--- src/shared/clkdiv_defs.svh ---
// named constants for the half-rate / slow-rate clock divider
`ifndef CLKDIV_DEFS_SVH
`define CLKDIV_DEFS_SVH

`define DIV_SLOW_LO    4
`define DIV_SLOW_HI    6
`define PH_W           3
`define PH_START       3'h7
`define PH_FIRST       3'h0
`define PH_STEP        3'h1
`define SYNC_W         4
`define SYNC_CLK       0
`define SYNC_HOLD      1
`define SYNC_RATIO     2
`define SYNC_CLEAR     3

`endif

--- src/shared/clkdiv_pkg.sv ---
// types shared by the divider design files
package clkdiv_pkg;

  `include "clkdiv_defs.svh"

  typedef struct packed {
    logic [`PH_W-1:0] ph;
    logic             clk_prev;
    logic             hold;
    logic             half;
    logic             half_inv;
    logic             slow;
    logic             slow_inv;
    logic             align;
    logic             align_inv;
  } div_state_t;

endpackage

--- src/rtl/pin_sync.sv ---
// two-flop synchroniser for a group of pin inputs
`timescale 1ns/1ps

module pin_sync #(
  parameter int WIDTH = 1
) (
  input  wire logic             clk_sys,
  input  wire logic             rst_n,
  input  wire logic [WIDTH-1:0] d,
  output logic      [WIDTH-1:0] q
);

  // ==========================================================
  // state
  logic [1:0][WIDTH-1:0] stage;
  logic [1:0][WIDTH-1:0] next_stage;

  always_comb begin
    next_stage[0] = d;
    next_stage[1] = stage[0];
  end

  always_ff @(posedge clk_sys) begin
    if (!rst_n) begin
      stage <= '0;
    end else begin
      stage <= next_stage;
    end
  end

  assign q = stage[1];

endmodule

--- src/rtl/clock_divider_2_4_6_phase_sync.sv ---
// half-rate and 4/6 slow-rate divider with hold, clear and alignment pulse
`timescale 1ns/1ps

// Overview of operation
// the half-rate pairs toggle on every divided input rising edge.
// the slow-rate pairs divide by 4 with ratio_choice low, by 6 high.
// one phase counter drives every stage so common edges coincide.
// hold is captured on the falling input edge, so no runt pulse arises.
// clear low and hold low divides; hold high freezes the half and slow outputs, and the align pair drops at the next rise.
// while divider_clear is high all divider outputs are held reset.
// the alignment pulse is high for one input period at common rises.
// the system clears several devices after power-up to run in step.
// an out-of-range phase wraps to the common start, keeping sync.
// two identical true/complement pairs per rate plus an align pair.
// after clear release the true outputs start low and rise together first.
module clock_divider_2_4_6_phase_sync
  import clkdiv_pkg::*;
#(
  parameter int DIV_LO = `DIV_SLOW_LO,
  parameter int DIV_HI = `DIV_SLOW_HI
) (
  input  wire logic       clk_sys,
  input  wire logic       rst_n,
  input  wire logic       clk_in,
  input  wire logic       hold_req,
  input  wire logic       ratio_choice,
  input  wire logic       divider_clear,
  output logic      [1:0] half_rate_outputs,
  output logic      [1:0] half_rate_outputs_inv,
  output logic      [1:0] slow_rate_outputs,
  output logic      [1:0] slow_rate_outputs_inv,
  output logic            align_pulse,
  output logic            align_pulse_inv
);

  localparam logic [`PH_W-1:0] RATIO_LO = (`PH_W)'(DIV_LO);
  localparam logic [`PH_W-1:0] RATIO_HI = (`PH_W)'(DIV_HI);

  // ==========================================================
  // pin synchronisers
  logic [`SYNC_W-1:0] pins;
  logic [`SYNC_W-1:0] pins_s;

  assign pins[`SYNC_CLK]   = clk_in;
  assign pins[`SYNC_HOLD]  = hold_req;
  assign pins[`SYNC_RATIO] = ratio_choice;
  assign pins[`SYNC_CLEAR] = divider_clear;

  pin_sync #(
    .WIDTH (`SYNC_W)
  ) u_sync (
    .clk_sys (clk_sys),
    .rst_n   (rst_n),
    .d       (pins),
    .q       (pins_s)
  );

  logic s_clk;
  logic s_hold;
  logic s_ratio;
  logic s_clear;

  assign s_clk   = pins_s[`SYNC_CLK];
  assign s_hold  = pins_s[`SYNC_HOLD];
  assign s_ratio = pins_s[`SYNC_RATIO];
  assign s_clear = pins_s[`SYNC_CLEAR];

  // ==========================================================
  // divider state
  localparam div_state_t ST_RESET = '{
    ph:        `PH_START,
    clk_prev:  1'b0,
    hold:      1'b0,
    half:      1'b0,
    half_inv:  1'b1,
    slow:      1'b0,
    slow_inv:  1'b1,
    align:     1'b0,
    align_inv: 1'b1
  };

  div_state_t       st;
  div_state_t       next_st;
  logic             rise;
  logic             fall;
  logic             adv;
  logic [`PH_W-1:0] ratio;
  logic [`PH_W-1:0] ph_n;
  logic             common_rise;

  assign rise  = s_clk & ~st.clk_prev;
  assign fall  = ~s_clk & st.clk_prev;
  assign adv   = rise & ~st.hold & ~s_clear;
  assign ratio = s_ratio ? RATIO_HI : RATIO_LO;
  assign ph_n  = (st.ph >= ratio - `PH_STEP) ? `PH_FIRST
                                              : st.ph + `PH_STEP;
  // both rates go from low to high at this rise
  assign common_rise = ~ph_n[0] && !st.half
                       && (ph_n < (ratio >> 1)) && !st.slow;

  always_comb begin
    next_st          = st;
    next_st.clk_prev = s_clk;
    if (fall) begin
      next_st.hold = s_hold;
    end
    if (s_clear) begin
      next_st.ph        = `PH_START;
      next_st.half      = 1'b0;
      next_st.half_inv  = 1'b1;
      next_st.slow      = 1'b0;
      next_st.slow_inv  = 1'b1;
      next_st.align     = 1'b0;
      next_st.align_inv = 1'b1;
    end else if (rise && !st.hold) begin
      next_st.ph        = ph_n;
      next_st.half      = ~ph_n[0];
      next_st.half_inv  = ph_n[0];
      next_st.slow      = ph_n < (ratio >> 1);
      next_st.slow_inv  = ph_n >= (ratio >> 1);
      next_st.align     = common_rise;
      next_st.align_inv = ~common_rise;
    end else if (rise) begin
      next_st.align     = 1'b0;
      next_st.align_inv = 1'b1;
    end
  end

  always_ff @(posedge clk_sys) begin
    if (!rst_n) begin
      st <= ST_RESET;
    end else begin
      st <= next_st;
    end
  end

  // ==========================================================
  // output pairs
  assign half_rate_outputs     = {2{st.half}};
  assign half_rate_outputs_inv = {2{st.half_inv}};
  assign slow_rate_outputs     = {2{st.slow}};
  assign slow_rate_outputs_inv = {2{st.slow_inv}};
  assign align_pulse           = st.align;
  assign align_pulse_inv       = st.align_inv;
endmodule

--- config.mk ---
export PLATFORM = sky130hd
export DESIGN_NAME = clock_divider_2_4_6_phase_sync
export DESIGN_NICKNAME = d
export VERILOG_FILES = /design/src/shared/clkdiv_pkg.sv /design/src/rtl/pin_sync.sv /design/src/rtl/clock_divider_2_4_6_phase_sync.sv
export VERILOG_INCLUDE_DIRS = /design/src /design/src/shared
export SDC_FILE = /design/constraint.sdc
export NUM_CORES = 1
export LEC_CHECK = 0
export BUFFER_PORTS_ARGS = -buffer_cell sky130_fd_sc_hd__buf_4
export CELL_PAD_IN_SITES_DETAIL_PLACEMENT = 1
export CELL_PAD_IN_SITES_GLOBAL_PLACEMENT = 1
export CORE_MARGIN = 3
export CORE_UTILIZATION = 39
export DETAILED_ROUTE_END_ITERATION = 16
export GPL_TIMING_DRIVEN = 1
export PLACE_DENSITY = 0.77
export SLEW_MARGIN = 20
export SYNTH_ARGS = -nofsm -noshare
export SYNTH_HDL_FRONTEND = slang
export SYNTH_SLANG_ARGS = --single-unit
export TNS_END_PERCENT = 20
--- constraint.sdc ---
create_clock -name clk_sys -period 2.14 [get_ports clk_sys]
set_input_delay 0.107 -clock clk_sys [delete_from_list [all_inputs] [get_ports clk_sys]]
set_output_delay 0.107 -clock clk_sys [all_outputs]
set_load 0.01 [all_outputs]
Word-level counts from Yosys, hierarchy flattened. Index checks and enable logic that the tools add are counted.

Register bits after elaboration: 19. Bits of input ports: 6. Output and inout port bits: 10. Logic and storage cells: 36.

$add $sub $neg: 2. Order comparisons: 3. Muxes and demuxes: 4. Bitwise operators: 7. Reduce and logical (&&, ||, !) cells: 9.

Operator list (count): two-way mux 2 bit (3); inverter 1 bit (5); logical AND 1 bit (4); adder 3 x 1 -> 3 bit, second input constant (1); greater-or-equal comparator 3 x 2 -> 1 bit (1); greater-or-equal comparator 3 bit (1); zero test 1 bit (3); < comparator 3 x 2 -> 1 bit (1); two-way mux 3 bit (1); subtractor 3 x 1 -> 3 bit, second input constant (1); bitwise AND 1 bit (2); nonzero test 2 bit (1); OR reduction 2 bit (1).

Longest topological paths before layout.
Word-level depth: 10. Mapped depth: 8.

Modules after synthesis. Synthesis repeated with hierarchy kept, for this count alone.

Cell total of the unflattened synthesis: 78. Area, all modules: 778.2 sq um.

By module, submodules not included: clock_divider_2_4_6_phase_sync (instances 1, cells each 62, area an instance 568.0 sq um); pin_sync (instances 1, cells each 16, area an instance 210.2 sq um).

Worst setup path after synthesis. OpenSTA, ideal clock, no wires.

Path type: register to register. Start point: register u_sync.stage, in the netlist u_sync.q[2]. End point: register st, in the netlist align_pulse. Arrival: 1688 ps. Data required time: 2023 ps. Slack: 335 ps. Cell stages (with the launch flop): 9. Buffers on the path: 0. Period minus slack after synthesis: 1805 ps. Cell sequence: dfxtp_1 inv_1 ha_1 a211oi_1 inv_1 ha_1 o21ai_0 a21oi_1 a32o_1.

Cells in the longest elaborated chain, start to end: 9. Elaborated cells between the ends (all ways): 10.

RTL lines: start: declaration (RTL line pin_sync.sv:15) `logic [1:0][WIDTH-1:0] stage;`; start signal: assignment (RTL line pin_sync.sv:27) `stage <= next_stage;`; two-way mux 2 bit (*) (RTL line clock_divider_2_4_6_phase_sync.sv:94) `assign ratio = s_ratio ? RATIO_HI : RATIO_LO;`; parallel branches: the longest is 5 deep, another holds subtractor 3 x 1 -> 3 bit; logical AND 1 bit (*) (2 in series) (RTL line clock_divider_2_4_6_phase_sync.sv:99) `&& (ph_n < (ratio >> 1)) && !st.slow;`; two-way mux 2 bit (*) (RTL line clock_divider_2_4_6_phase_sync.sv:115) `end else if (rise && !st.hold) begin`; end signal: assignment (RTL line clock_divider_2_4_6_phase_sync.sv:133) `st <= next_st;`; end: declaration (RTL line clock_divider_2_4_6_phase_sync.sv:82) `div_state_t st;`.

Every way passes the cells marked *. A chain may end at the register's enable or synchronous reset.

Worst setup path after layout. Ends and elaborated chain as after synthesis.

==> results.json <==
{
  "post-route-util": 0.495,
  "leakage_nw": 0.386,
  "cts_buffers": 3,
  "pre_cts_slack_ps": 122,
  "tritoncts": "done",
  "wl_met1_um": 599,
  "grt_pass1_wl_mm": 2.36,
  "grt_overflow": 0,
  "drc_errors": 0,
  "met2_length_um": 682,
  "yosysSeqAreaShare": 0.461,
  "setup_violations": 0,
  "cts.clk_slew.worst_paths_ps": 100,
  "avgSynthCellArea_sq_um": 9.90,
  "r2r-end": "align_pulse$_SDFFE_PP0P_",
  "fin_ws_ps": 186,
  "core_sq_um": 1800,
  "track_usage": 0.123,
  "clockBufferDepth": 2,
  "regArea_sq_um": 360,
  "ant_nets": 0,
  "cp.required_ps": 2340,
  "layout_min_cycle_time_ps": 1950,
  "startpoint_type": "flip-flop",
  "r2r_cells": 8,
  "cp_data_arrival_time_ps": 2150,
  "hp-class": "in2reg",
  "postCtsHoldBufs": 0,
  "synth_fp_nets": 89,
  "syn_area_sq_um": 782,
  "p_per_area_nw_per_um2": 720,
  "dpl.hpwl_mm": 1.10,
  "cp-startpoint": "u_sync.q[2]$_SDFF_PN0_",
  "synthCells": 79,
  "drt_pass1_iterations": 2,
  "root_buffer": "clkbuf_4",
  "vias": 554,
  "fin_tns_setup_ps": 0,
  "regToRegSetupSlack_ps": 190,
  "relSlewSlack": 0.710,
  "fin_cells": 113,
  "cap_viol_max_count": 0,
  "min_from": "clk_in",
  "wl_met3_um": 102,
  "port_buffers": 15,
  "status": "completed",
  "syn2layout_area_growth_pct": 14.1,
  "multiInputGateArea_sq_um": 337,
  "period_share": 0.913,
  "clk_latency_ps": 290,
  "worst_slew_pin_slew_ps": 431,
  "slew_violations": 0,
  "die_y_um": 50.8,
  "grt_pass1_vias": 564,
  "fillCellCount": 222,
  "htreeDepth": 1,
  "clock_skew_ps": 4.66,
  "reg2reg_from": "u_sync.q[2]$_SDFF_PN0_",
  "grt_antenna_before_repair": 0,
  "dieArea_sq_um": 2580,
  "vias_per_cell": 4.90,
  "fmax_mhz": 512,
  "placedCellCount": 109,
  "vdd_drop_max_mv": 0.348,
  "ys_types": 28,
  "antennaDiodeCount": 0,
  "worstSetupPathType": "reg2reg",
  "grt_max_degree": 13,
  "route.top_layer_used": "met4",
  "synth_seq_cells": 18,
  "routedWlPerCell_um": 12.3,
  "yosys_warnings": 0,
  "crit_end": "align_pulse$_SDFFE_PP0P_",
  "nets": 99,
  "drt_iter0_drc": 5,
  "place.gp.congestion": 0.836,
  "cts.sinks": 18,
  "endpoint_kind": "flip-flop",
  "rsz0062_at_grt": "no",
  "drive_gt1_frac": 0.273,
  "wl_mm": 1.39,
  "power_mw": 0.642,
  "crit_fanout": 4,
  "hold_viol": 0,
  "floorplan.rows": 15,
  "start_util": 0.434,
  "die_w_um": 50.8,
  "boundaryPins": 16
}
worst min path at each step:
stage	depth (start not counted)	slack (ps)	to
2_1_floorplan	1	230	u_sync.next_stage[4]$_SDFF_PN0_
3_3_place_gp	2	310	u_sync.next_stage[5]$_SDFF_PN0_
3_5_place_dp	2	320	u_sync.next_stage[6]$_SDFF_PN0_
4_1_cts	2	4	u_sync.next_stage[6]$_SDFF_PN0_
5_1_grt	2	4	u_sync.next_stage[5]$_SDFF_PN0_
6_report	2	20	u_sync.next_stage[4]$_SDFF_PN0_
metal layers:
| layer | vias up | global-route usage |
|---|---|---|
| met5 | - | 0 |
| met4 | 0 | 0.0269 |
| met1 | 259 | 0.124 |
| met3 | 2 | 0.0623 |
| met2 | 18 | 0.224 |
| li1 | 275 | - |
logic make-up after synthesis:
kind of cell | count (synthesis) | synth area share
and+or+nand+nor | 26 | 0.202
DFF | 18 | 0.461
AOI/OAI and AO/OA | 15 | 0.134
buffers and inverters | 14 | 0.115
adders and majority gates | 4 | 0.0640
xor gates and xnor gates | 1 | 0.0112
muxes | 1 | 0.0128
per-stage QoR:
| stage | hold WS, ps | instance area [sq um] |
|---|---|---|
| final | 17.8 | 892 |
| after global routing | 4.03 | 892 |
| after CTS | 3.78 | 887 |
| after detailed placement | 320 | 851 |
| after global placement | 314 | 851 |
| after floorplan | 234 | 782 |
cell usage after synthesis:
cell type / instances / area (sq um)
or2_0: 1 / 6.26
and2_1: 8 / 50.1
a21o_1: 2 / 15.0
nor2_1: 4 / 15.0
nor2b_1: 2 / 12.5
inv_1: 4 / 15.0
a32o_1: 1 / 10.0
a211o_1: 1 / 8.76
a21oi_1: 3 / 15.0
ha_1: 4 / 50.1
o21a_1: 1 / 7.51
buf_4: 8 / 60.1
a211oi_1: 2 / 15.0
o211ai_1: 2 / 15.0
nor4b_1: 1 / 8.76
and2_2: 2 / 15.0
and2b_2: 1 / 8.76
nand2b_1: 1 / 6.26
buf_6: 1 / 11.3
mux2i_1: 1 / 10.0
dfxtp_1: 18 / 360
o221ai_1: 1 / 8.76
nand2b_4: 1 / 13.8
clkbuf_1: 1 / 3.75
o21ai_0: 2 / 10.0
xnor2_1: 1 / 8.76
nand2_1: 4 / 15.0
nor4_1: 1 / 6.26
registers in the layout, summed over array words and instances (netlist names):
register / cells
u_sync.q: 4
align_pulse: 1
half_rate_outputs: 1
slow_rate_outputs: 1
st: 5
align_pulse_inv: 1
u_sync.next_stage: 4
slow_rate_outputs_inv: 1
worst max-delay path, stage by stage, from the launching register on:
cell and delay (ps):
dfxtp_1 390, inv_1 60, ha_1 320, a211oi_2 260
inv_1 100, ha_1 190, o21ai_0 150, a21oi_1 150
a32o_1 240
report_power, final:
group / internal, mW / total (mW) / switching (mW) / leakage, nW
logic: 0.0400 / 0.0770 / 0.0370 / 0.217
clock network: 0.104 / 0.205 / 0.102 / 0.0210
registers: 0.350 / 0.360 / 0.0103 / 0.148
cell usage in the layout, fill, tap and decap left out, drive strengths merged, types with 2 or more instances in the layout:
master	Yosys	routed
o21ai	2	2
nand2b	2	2
buf	9	15
a21oi	3	3
nand2	4	4
dfxtp	18	18
o211ai	2	2
a21o	2	2
inv	4	4
a211oi	2	2
ha	4	4
clkbuf	1	4
nor2	4	4
and2	10	10
nor2b	2	2
area by class of cell:
cell class	instances	share of cell area
inverter	4	0.0168
timing repair buffer	15	0.126
sequential	18	0.404
tap	25	0.0351
multi-input combinational	47	0.377
clock buffer	4	0.0407
timing repair:
item,4_1_cts,5_1_grt
setup buffers,0,0
gates resized for setup,0,1
endpoints found under the setup margin,0,4
Note: power is estimated with default switching activity, not from simulation.
